[config.mk]
export PLATFORM = sky130hd
export DESIGN_NAME = flsc_host
export DESIGN_NICKNAME = d
export VERILOG_FILES = /design/src/core/flsc_pkg.sv /design/src/core/flsc_bus_cycle.sv /design/src/core/flsc_host.sv
export SDC_FILE = /design/constraint.sdc
export NUM_CORES = 1
export LEC_CHECK = 0
export ABC_AREA = 1
export BUFFER_PORTS_ARGS = -buffer_cell sky130_fd_sc_hd__buf_2
export CAP_MARGIN = 0
export CORE_ASPECT_RATIO = 1.75
export CORE_MARGIN = 2
export CORE_UTILIZATION = 40
export DETAILED_ROUTE_END_ITERATION = 8
export SYNTH_ARGS = -nofsm -noshare
export SYNTH_HDL_FRONTEND = slang
export SYNTH_SLANG_ARGS = --single-unit
[constraint.sdc]
create_clock -name clk -period 2.9 [get_ports clk]
set_input_delay 0.29 -clock clk [delete_from_list [all_inputs] [get_ports clk]]
set_output_delay 0.29 -clock clk [all_outputs]
set_load 0.02 [all_outputs]
[src/core/flsc_pkg.sv]
package flsc_pkg;
    // timing base
    localparam int CLK_MHZ        = 20;
    localparam int NS_PER_US      = 1000;
    localparam int STROBE_NS      = 100;
    localparam int RECOVER_NS     = 50;
    localparam int WAKE_READ_NS   = 1000;
    localparam int WAKE_WRITE_NS  = 1000;
    localparam int STROBE_CYC     =
        (STROBE_NS * CLK_MHZ + NS_PER_US - 1) / NS_PER_US;
    localparam int RECOVER_CYC    =
        (RECOVER_NS * CLK_MHZ + NS_PER_US - 1) / NS_PER_US;
    localparam int WAKE_READ_CYC  =
        (WAKE_READ_NS * CLK_MHZ + NS_PER_US - 1) / NS_PER_US;
    localparam int WAKE_WRITE_CYC =
        (WAKE_WRITE_NS * CLK_MHZ + NS_PER_US - 1) / NS_PER_US;
    localparam int WAKE_CYC       = (WAKE_READ_CYC > WAKE_WRITE_CYC) ?
                                    WAKE_READ_CYC : WAKE_WRITE_CYC;

    // device command codes
    localparam logic [7:0] CMD_LOCK_SETUP   = 8'h60;
    localparam logic [7:0] CMD_CLR_CONFIRM  = 8'hD0;
    localparam logic [7:0] CMD_READ_ARRAY   = 8'hFF;
    localparam logic [7:0] CMD_CLEAR_STATUS = 8'h50;

    // device status byte
    localparam int SR_READY_BIT = 7;
    localparam int SR_ELC_BIT   = 5;
    localparam int SR_WLS_BIT   = 4;
    localparam int SR_SUP_BIT   = 3;
    localparam int SR_PROT_BIT  = 1;

    // own register map
    localparam int         ADDR_W   = 8;
    localparam logic [7:0] REG_CTRL = 8'h00;
    localparam logic [7:0] REG_STAT = 8'h04;
    localparam logic [7:0] REG_EVT  = 8'h08;
    localparam logic [7:0] REG_MASK = 8'h0C;

    localparam int CTL_CLRLOCK = 0;
    localparam int CTL_CLRSTAT = 1;
    localparam int CTL_PDOWN   = 2;
    localparam int CTL_WAKE    = 3;

    localparam int EV_DONE   = 0;
    localparam int EV_SUPPLY = 1;
    localparam int EV_PROT   = 2;
    localparam int EV_SEQ    = 3;
    localparam int EV_CLRERR = 4;
    localparam int EV_ABORT  = 5;
    localparam int EV_W      = 6;

    localparam logic [EV_W-1:0] EVT_RST  = 6'h00;
    localparam logic [EV_W-1:0] MASK_RST = 6'h00;
    localparam logic [7:0]      SR_RST   = 8'h00;

    typedef enum logic [2:0] {
        S_IDLE    = 3'b000,
        S_SETUP   = 3'b001,
        S_CONFIRM = 3'b010,
        S_POLL    = 3'b011,
        S_RDARR   = 3'b100,
        S_CLRSR   = 3'b101,
        S_DOWN    = 3'b110,
        S_WAKE    = 3'b111
    } flsc_state_t;

    typedef enum logic [1:0] {
        B_IDLE = 2'b00,
        B_ACT  = 2'b01,
        B_REC  = 2'b10
    } flsc_bstate_t;
endpackage

[src/core/flsc_bus_cycle.sv]
module flsc_bus_cycle import flsc_pkg::*; #(
    parameter int ACT_CYCLES = STROBE_CYC,
    parameter int REC_CYCLES = RECOVER_CYC
) (
    input  wire logic       clk,
    input  wire logic       reset,
    input  wire logic       start,
    input  wire logic       isWrite,
    input  wire logic [7:0] wrData,
    input  wire logic [7:0] dqIn,
    output logic            ready,
    output logic            done,
    output logic [7:0]      rdData,
    output logic            ceN,
    output logic            weN,
    output logic            oeN,
    output logic [7:0]      dqOut,
    output logic            dqOe
);
    flsc_bstate_t state_ff, nxt_state;
    logic [3:0]   cnt_ff;
    logic         wr_ff;
    logic [7:0]   dqOut_ff;
    logic [7:0]   rdData_ff;
    wire logic    actLast = (state_ff == B_ACT) &&
                            (cnt_ff == 4'(ACT_CYCLES - 1));
    wire logic    recLast = (state_ff == B_REC) &&
                            (cnt_ff == 4'(REC_CYCLES - 1));
    wire logic    active  = (state_ff == B_ACT);

    // we only ever falls together with ce, never alone
    assign ceN    = ~active;
    assign weN    = ~(active & wr_ff);
    assign oeN    = ~(active & ~wr_ff);
    assign dqOe   = active & wr_ff;
    assign dqOut  = dqOut_ff;
    assign rdData = rdData_ff;
    assign ready  = (state_ff == B_IDLE);
    assign done   = recLast;

    always_comb begin
        nxt_state = state_ff;
        unique case (state_ff)
            B_IDLE: if (start) nxt_state = B_ACT;
            B_ACT:  if (actLast) nxt_state = B_REC;
            B_REC:  if (recLast) nxt_state = B_IDLE;
            default: nxt_state = B_IDLE;
        endcase
    end

    always_ff @(posedge clk) begin
        if (reset) begin
            state_ff <= B_IDLE;
            cnt_ff   <= 4'h0;
        end else begin
            state_ff <= nxt_state;
            cnt_ff   <= (nxt_state != state_ff) ? 4'h0 : cnt_ff + 4'h1;
        end
    end

    always_ff @(posedge clk) begin
        if (reset) begin
            wr_ff     <= 1'b0;
            dqOut_ff  <= 8'h00;
            rdData_ff <= 8'h00;
        end else begin
            if (ready && start) begin
                wr_ff    <= isWrite;
                dqOut_ff <= wrData;
            end
            // sampled on the last strobe cycle, oe still low
            if (actLast && !wr_ff)
                rdData_ff <= dqIn;
        end
    end
endmodule

[src/core/flsc_host.sv]
// How it works
// - clear locks: write 60H, then D0H, poll until ready, then FFH.
// - an operation aborted by reset must be reissued in full.
// - after any lock operation issue read-array before array access.
// - after raising reset pin wait the wake intervals before access.
module flsc_host import flsc_pkg::*; #(
    parameter int WAKE_CYCLES = WAKE_CYC
) (
    input  wire logic              clk,
    input  wire logic              reset,
    input  wire logic              psel,
    input  wire logic              penable,
    input  wire logic              pwrite,
    input  wire logic [ADDR_W-1:0] paddr,
    input  wire logic [31:0]       pwdata,
    output logic [31:0]            prdata,
    output logic                   pready,
    output logic                   pslverr,
    output logic                   irq,
    output logic                   ceN,
    output logic                   weN,
    output logic                   oeN,
    output logic                   rpN,
    output logic [7:0]             dqOut,
    output logic                   dqOe,
    input  wire logic [7:0]        dqIn,
    input  wire logic              stsIn
);
    flsc_state_t     state_ff, nxt_state;
    logic            pending_ff;
    logic            rpN_ff;
    logic [15:0]     wake_ff;
    logic [7:0]      srCap_ff;
    logic [EV_W-1:0] evt_ff, nxt_evt, evSet;
    logic [EV_W-1:0] mask_ff;
    logic [31:0]     prdata_ff;
    logic            cycReady, cycDone;
    logic [7:0]      cycRd;

    function automatic logic [7:0] cmdFor(input flsc_state_t s);
        unique case (s)
            S_SETUP:   cmdFor = CMD_LOCK_SETUP;
            S_CONFIRM: cmdFor = CMD_CLR_CONFIRM;
            S_CLRSR:   cmdFor = CMD_CLEAR_STATUS;
            default:   cmdFor = CMD_READ_ARRAY;
        endcase
    endfunction

    // register bus decode
    wire logic hitCtrl = (paddr == REG_CTRL);
    wire logic hitStat = (paddr == REG_STAT);
    wire logic hitEvt  = (paddr == REG_EVT);
    wire logic hitMask = (paddr == REG_MASK);
    wire logic mapped  = hitCtrl | hitStat | hitEvt | hitMask;
    wire logic wrEn    = psel & penable & pwrite & mapped;
    wire logic rdSetup = psel & ~penable;
    wire logic ctrlWr  = wrEn & hitCtrl;

    // sequencing requests; start commands only taken when idle
    wire logic inOp       = (state_ff == S_SETUP) | (state_ff == S_CONFIRM) |
                            (state_ff == S_POLL) | (state_ff == S_RDARR) |
                            (state_ff == S_CLRSR);
    wire logic isIdle     = (state_ff == S_IDLE);
    wire logic reqDown    = ctrlWr & pwdata[CTL_PDOWN] &
                            (state_ff != S_DOWN);
    wire logic reqClrLock = ctrlWr & pwdata[CTL_CLRLOCK] & isIdle & ~reqDown;
    wire logic reqClrStat = ctrlWr & pwdata[CTL_CLRSTAT] & isIdle &
                            ~reqDown & ~pwdata[CTL_CLRLOCK];
    wire logic reqWake    = ctrlWr & pwdata[CTL_WAKE] & ~pwdata[CTL_PDOWN] &
                            (state_ff == S_DOWN);
    wire logic wakeDone   = (state_ff == S_WAKE) &&
                            (wake_ff == 16'(WAKE_CYCLES - 1));
    // no device cycle while reset pin is low or the wake wait runs
    wire logic cycStart   = inOp & cycReady & ~pending_ff & ~reqDown &
                            rpN_ff;
    // a strobe already on the pins finishes before the reset pin drops
    wire logic cycBusy    = pending_ff & ~cycDone;
    wire logic dropRp     = (reqDown | (state_ff == S_DOWN)) & ~cycBusy;
    wire logic cycWrite   = (state_ff != S_POLL);
    wire logic opDone     = cycDone & pending_ff;
    wire logic pollOk     = (state_ff == S_POLL) & opDone &
                            cycRd[SR_READY_BIT];
    wire logic [EV_W-1:0] evClr = (wrEn & hitEvt) ?
                                  pwdata[EV_W-1:0] : {EV_W{1'b0}};
    wire logic [31:0] statWord = {18'h0_0000, state_ff, stsIn, ~rpN_ff,
                                  ~isIdle, srCap_ff};
    wire logic [31:0] rdVal =
        hitStat ? statWord :
        hitEvt  ? {{(32 - EV_W){1'b0}}, evt_ff} :
        hitMask ? {{(32 - EV_W){1'b0}}, mask_ff} : 32'h0000_0000;

    assign pready  = 1'b1;
    assign pslverr = psel & penable & ~mapped;
    assign prdata  = prdata_ff;
    assign rpN     = rpN_ff;
    assign irq     = |(evt_ff & mask_ff);

    flsc_bus_cycle flsc_bus_cycle_i (
        .clk     (clk),
        .reset   (reset),
        .start   (cycStart),
        .isWrite (cycWrite),
        .wrData  (cmdFor(state_ff)),
        .dqIn    (dqIn),
        .ready   (cycReady),
        .done    (cycDone),
        .rdData  (cycRd),
        .ceN     (ceN),
        .weN     (weN),
        .oeN     (oeN),
        .dqOut   (dqOut),
        .dqOe    (dqOe)
    );

    always_comb begin
        nxt_state = state_ff;
        if (reqDown) begin
            nxt_state = S_DOWN;
        end else begin
            unique case (state_ff)
                S_IDLE: begin
                    if (reqClrLock)
                        nxt_state = S_SETUP;
                    else if (reqClrStat)
                        nxt_state = S_CLRSR;
                end
                S_SETUP:   if (opDone) nxt_state = S_CONFIRM;
                S_CONFIRM: if (opDone) nxt_state = S_POLL;
                S_POLL:    if (pollOk) nxt_state = S_RDARR;
                // the lock sequence restores array read before going idle; clear status goes idle without it
                S_RDARR:   if (opDone) nxt_state = S_IDLE;
                S_CLRSR:   if (opDone) nxt_state = S_IDLE;
                S_DOWN:    if (reqWake) nxt_state = S_WAKE;
                S_WAKE:    if (wakeDone) nxt_state = S_IDLE;
            endcase
        end
    end

    // status decode only once the machine reports ready
    always_comb begin
        evSet            = {EV_W{1'b0}};
        evSet[EV_DONE]   = opDone & ((state_ff == S_RDARR) |
                                     (state_ff == S_CLRSR));
        evSet[EV_SUPPLY] = pollOk & cycRd[SR_SUP_BIT];
        evSet[EV_PROT]   = pollOk & cycRd[SR_PROT_BIT];
        evSet[EV_SEQ]    = pollOk & cycRd[SR_WLS_BIT] & cycRd[SR_ELC_BIT];
        evSet[EV_CLRERR] = pollOk & ~cycRd[SR_WLS_BIT] & cycRd[SR_ELC_BIT];
        // software must rerun the whole sequence after this
        evSet[EV_ABORT]  = reqDown & inOp;
        nxt_evt          = (evt_ff & ~evClr) | evSet;
    end

    always_ff @(posedge clk) begin
        if (reset) begin
            state_ff   <= S_WAKE;
            pending_ff <= 1'b0;
            wake_ff    <= 16'h0000;
        end else begin
            state_ff   <= nxt_state;
            pending_ff <= cycStart | (pending_ff & ~cycDone);
            wake_ff    <= (state_ff == S_WAKE) ? wake_ff + 16'h0001
                                               : 16'h0000;
        end
    end

    always_ff @(posedge clk) begin
        if (reset) begin
            rpN_ff   <= 1'b1;
            srCap_ff <= SR_RST;
        end else begin
            if (reqWake)
                rpN_ff <= 1'b1;
            else if (dropRp)
                rpN_ff <= 1'b0;
            // mirror of the device: reset pin low wipes its status
            if (reqDown)
                srCap_ff <= SR_RST;
            else if (pollOk)
                srCap_ff <= cycRd;
        end
    end

    always_ff @(posedge clk) begin
        if (reset) begin
            evt_ff    <= EVT_RST;
            mask_ff   <= MASK_RST;
            prdata_ff <= 32'h0000_0000;
        end else begin
            evt_ff <= nxt_evt;
            if (wrEn && hitMask)
                mask_ff <= pwdata[EV_W-1:0];
            if (rdSetup)
                prdata_ff <= rdVal;
        end
    end
endmodule

==> flow_metrics.py <==
metrics = {
    "run_status": {
        "status": "finished, final reports clean",
    },
    "timing": {
        "tns_ns": 0,
        "min_period_over_period_pct": 61.6,
        "grt_setup_unrepaired": "false",
        "max_freq_ghz": 0.560,
        "drv_slew": 0,
        "hold_viol": 0,
        "clock_skew_ns": 0.00350,
        "layout_min_cycle_time_ns": 1.79,
        "finalSetupViolCount": 0,
    },
    "final_layout": {
        "drive_gt1_share_pct": 20.0,
        "nNetsFinal": 622,
        "n_antenna_cell": 0,
        "area_growth_pct": 17.1,
        "num-fill-cells": 952,
        "finalNonFillerCells": 689,
        "stdcell_area_um2": 4300,
    },
    "critical_path": {
        "cp_data_required_time_ns": 3.12,
        "cp.depth": 6,
        "rr_worst_depth": 6,
        "slowest_stage": "dfxtp_1",
        "setup.worst_path.end": "flsc_bus_cycle_i.rdData[7]$_SDFFE_PP0P_",
        "start_kind": "flip-flop",
        "r2r_end": "flsc_bus_cycle_i.rdData[7]$_SDFFE_PP0P_",
        "reg2reg_from": "flsc_bus_cycle_i.cnt_ff[0]$_SDFF_PP0_",
        "crit_fanout": 9,
        "cp.buffers_inverters": 1,
        "critPathCaptureType": "flip-flop",
        "reg2reg_slack_ns": 1.11,
        "cp.arrival_ns": 2.00,
        "crit_family": "simple AND/OR/NAND/NOR gates",
        "path_cells": "ha_1 -> nand2_1 -> nor2_2 -> clkinv_1 -> o21ai_0 -> a21oi_1",
        "crit_start": "flsc_bus_cycle_i.cnt_ff[0]$_SDFF_PP0_",
        "slowest_delay_ns": 0.39,
        "critical_path_class": "flip-flop to flip-flop",
    },
    "die": {
        "row_count": 46,
        "die_area_um2": 10000,
        "die_w_um": 76.4,
        "initial_core_util_pct": 40.9,
        "fp.coreArea_um2": 8980,
        "die_h_um": 131,
        "ioPinCount": 102,
    },
    "cts": {
        "clkTransAtPathRegs_ns": 0.06,
        "cts_setup_buffers": 0,
        "htreeDepth": 3,
        "numCtsBuffers": 9,
        "holdBufCountCts": 0,
        "clkLatencyLatePin_ns": 0.33,
        "cts-root-buf": "clkbuf_16",
        "cts_resized": 0,
        "cts_tree": "built",
        "clk_path_buf_depth": 2,
        "cts.sinks": 75,
    },
    "routing": {
        "wl_met2_um": 4570,
        "drt_pass1_iterations": 4,
        "wl_met3_um": 395,
        "viasPerCell": 4.84,
        "ant_nets": 0,
        "wirelength_um": 8720,
        "route.detailed.drc": 0,
        "vias": 3335,
        "wl_per_cell_um": 12.7,
        "top_layer": "met4",
        "wl_met1_um": 3420,
        "drt_iter0_drc": 134,
    },
    "synthesis": {
        "synth_top_area_share_pct": 40.9,
        "synth_largest_area_cell": "dfxtp_1",
        "netlist_area_um2": 3670,
        "ys_seq_area_share_pct": 40.9,
        "syn_area_per_cell_um2": 7.22,
        "yosysUniqueCellTypes": 41,
        "yosys_warnings": 0,
        "ys_ff_latch": 75,
        "synth-edff-count": 0,
        "synthCells": 509,
        "async_flop_share_pct": 0,
        "synth_ff_type": "dfxtp_1",
        "yosys-top-cells-area": "dfxtp_1 (41%), nand2_1 (8.7%), nor2_1 (6.8%)",
    },
    "placement": {
        "place_congestion": 0.904,
        "port_buffers": 56,
        "dp.cells": 673,
        "post-dp-hpwl_um": 6780,
        "postPlaceCellArea_um2": 3990,
    },
    "global_routing": {
        "grt_util_all_layers_pct": 18.0,
        "grt_max_degree": 24,
        "antenna_found_initial": 0,
        "first_global_vias": 3068,
        "grt_overflow": 0,
        "grt_pass1_wl_um": 14200,
    },
    "power_and_ir_drop": {
        "p_sw_mw": 1.19,
        "combPwrFrac_pct": 27.7,
        "switching_share_pct": 35.1,
        "pwr-share-clk_pct": 34.8,
        "power_density_nw_per_um2": 790,
        "power_leakage_nw": 1.81,
        "peakVddDrop_v": 0.000308,
        "seq_power_share_pct": 37.6,
        "internal_power_mw": 2.20,
    },
    "hold_path": {
        "hp-class": "input pin to flip-flop",
    },
    "job": {
        "drv_cap": 0,
    },
}
[routing by layer]
layer,global-route usage (%),up-vias
li1,-,1738
met1,18.8,1483
met2,33.3,95
met3,4.40,19
met4,9.63,0
met5,0,-
[cell type report]
cell class / instances / area, um^2 / share of cell area, %
flip-flops and latches: 75 / 1500 / 34.9
repair buffers: 60 / 310 / 7.21
well taps: 120 / 150 / 3.49
multi-input cells: 361 / 1810 / 42.1
clock buffers: 9 / 225 / 5.23
clock inverters: 7 / 91.3 / 2.12
inverters: 57 / 214 / 4.97
[cells in the final DEF, fill, tap and decap left out, drive strengths merged]
| cell type | Yosys | layout |
|---|---|---|
| clkinvlp | 0 | 1 |
| o21ai | 40 | 40 |
| or2 | 5 | 5 |
| a21oi | 48 | 48 |
| nor2 | 77 | 77 |
| nand4 | 16 | 16 |
| dfxtp | 75 | 75 |
| a31oi | 3 | 3 |
| clkbuf | 6 | 9 |
| buf | 27 | 60 |
| nor3b | 1 | 1 |
| bufinv | 0 | 2 |
| nor4 | 1 | 1 |
| nor3 | 10 | 10 |
| a211oi | 3 | 3 |
| ha | 4 | 4 |
| nand3 | 32 | 32 |
| o221ai | 1 | 1 |
| inv | 56 | 57 |
| nand2 | 92 | 92 |
| xor2 | 3 | 3 |
| clkinv | 1 | 4 |
| xnor2 | 1 | 1 |
| conb | 2 | 19 |
| and3 | 1 | 1 |
| a22o | 1 | 1 |
| o21a | 1 | 1 |
| a221oi | 1 | 1 |
| a21boi | 1 | 1 |
[worst reg2reg max path, cell delays in order (launching register included)]
cell,delay [ns]
dfxtp_1,0.39
ha_1,0.16
nand2_1,0.09
nor2_2,0.37
clkinv_1,0.36
o21ai_0,0.24
a21oi_1,0.06
[cells by family after synthesis]
group	synth area share [%]
AOI/OAI and AO/OA	14.4
xor gates and xnor gates	0.954
adders and majority gates	1.36
buffers and inverters	11.6
DFF	40.9
other	0.204
and+or+nand+nor	30.7
[metrics by stage]
stage	setup WS [ns]	power, mW	hold WS, ns	utilization, %
after global placement	1.13	2.23	0.437	44.4
after global routing	0.854	3.62	0.186	47.9
after floorplan	1.44	2.03	0.424	-
final	1.11	3.40	0.175	47.9
after detailed placement	1.10	2.25	0.446	44.4
after CTS	1.08	3.44	0.169	47.9
[state kept, by name (all words and copies together), names as in the netlist]
register / cells
flsc_bus_cycle_i.dqOut: 5
flsc_bus_cycle_i.cnt_ff: 4
prdata: 14
pending_ff: 1
mask_ff: 6
wake_ff: 16
state_ff: 3
rpN: 1
flsc_bus_cycle_i.state_ff: 2
evt_ff: 6
flsc_bus_cycle_i.wr_ff: 1
srCap_ff: 8
flsc_bus_cycle_i.rdData: 8
[Yosys cell counts, types with 4 or more instances]
| cell | instances |
|---|---|
| a21oi_1 | 48 |
| buf_2 | 4 |
| buf_4 | 22 |
| clkbuf_1 | 6 |
| dfxtp_1 | 75 |
| ha_1 | 4 |
| inv_1 | 47 |
| inv_2 | 9 |
| nand2_1 | 85 |
| nand2_2 | 7 |
| nand3_1 | 30 |
| nand4_1 | 15 |
| nor2_1 | 67 |
| nor2_2 | 5 |
| nor2_4 | 5 |
| nor3_1 | 5 |
| nor3_2 | 5 |
| o21ai_0 | 32 |
| o21ai_1 | 8 |
[how the worst min path moves through the flow]
stage | start | end | slack [ns] | depth (start not counted)
after global placement | srCap_ff[2]$_SDFFE_PP0P_ | srCap_ff[2]$_SDFFE_PP0P_ | 0.44 | 2
after CTS | dqIn[1] | flsc_bus_cycle_i.rdData[1]$_SDFFE_PP0P_ | 0.17 | 3
after detailed placement | srCap_ff[2]$_SDFFE_PP0P_ | srCap_ff[2]$_SDFFE_PP0P_ | 0.45 | 2
after floorplan | srCap_ff[2]$_SDFFE_PP0P_ | srCap_ff[2]$_SDFFE_PP0P_ | 0.42 | 2
final | dqIn[1] | flsc_bus_cycle_i.rdData[1]$_SDFFE_PP0P_ | 0.18 | 3
after global routing | dqIn[0] | flsc_bus_cycle_i.rdData[0]$_SDFFE_PP0P_ | 0.19 | 3
[power by group through the flow]
stage	logic [mW]	registers [mW]	clock network [mW]
final	0.941	1.28	1.18
after global routing	1.06	1.30	1.26
after CTS	0.951	1.28	1.21
after detailed placement	0.947	1.30	0
after global placement	0.929	1.30	0
after floorplan	0.702	1.33	0
No activity file was read; power rests on OpenSTA's default activity.
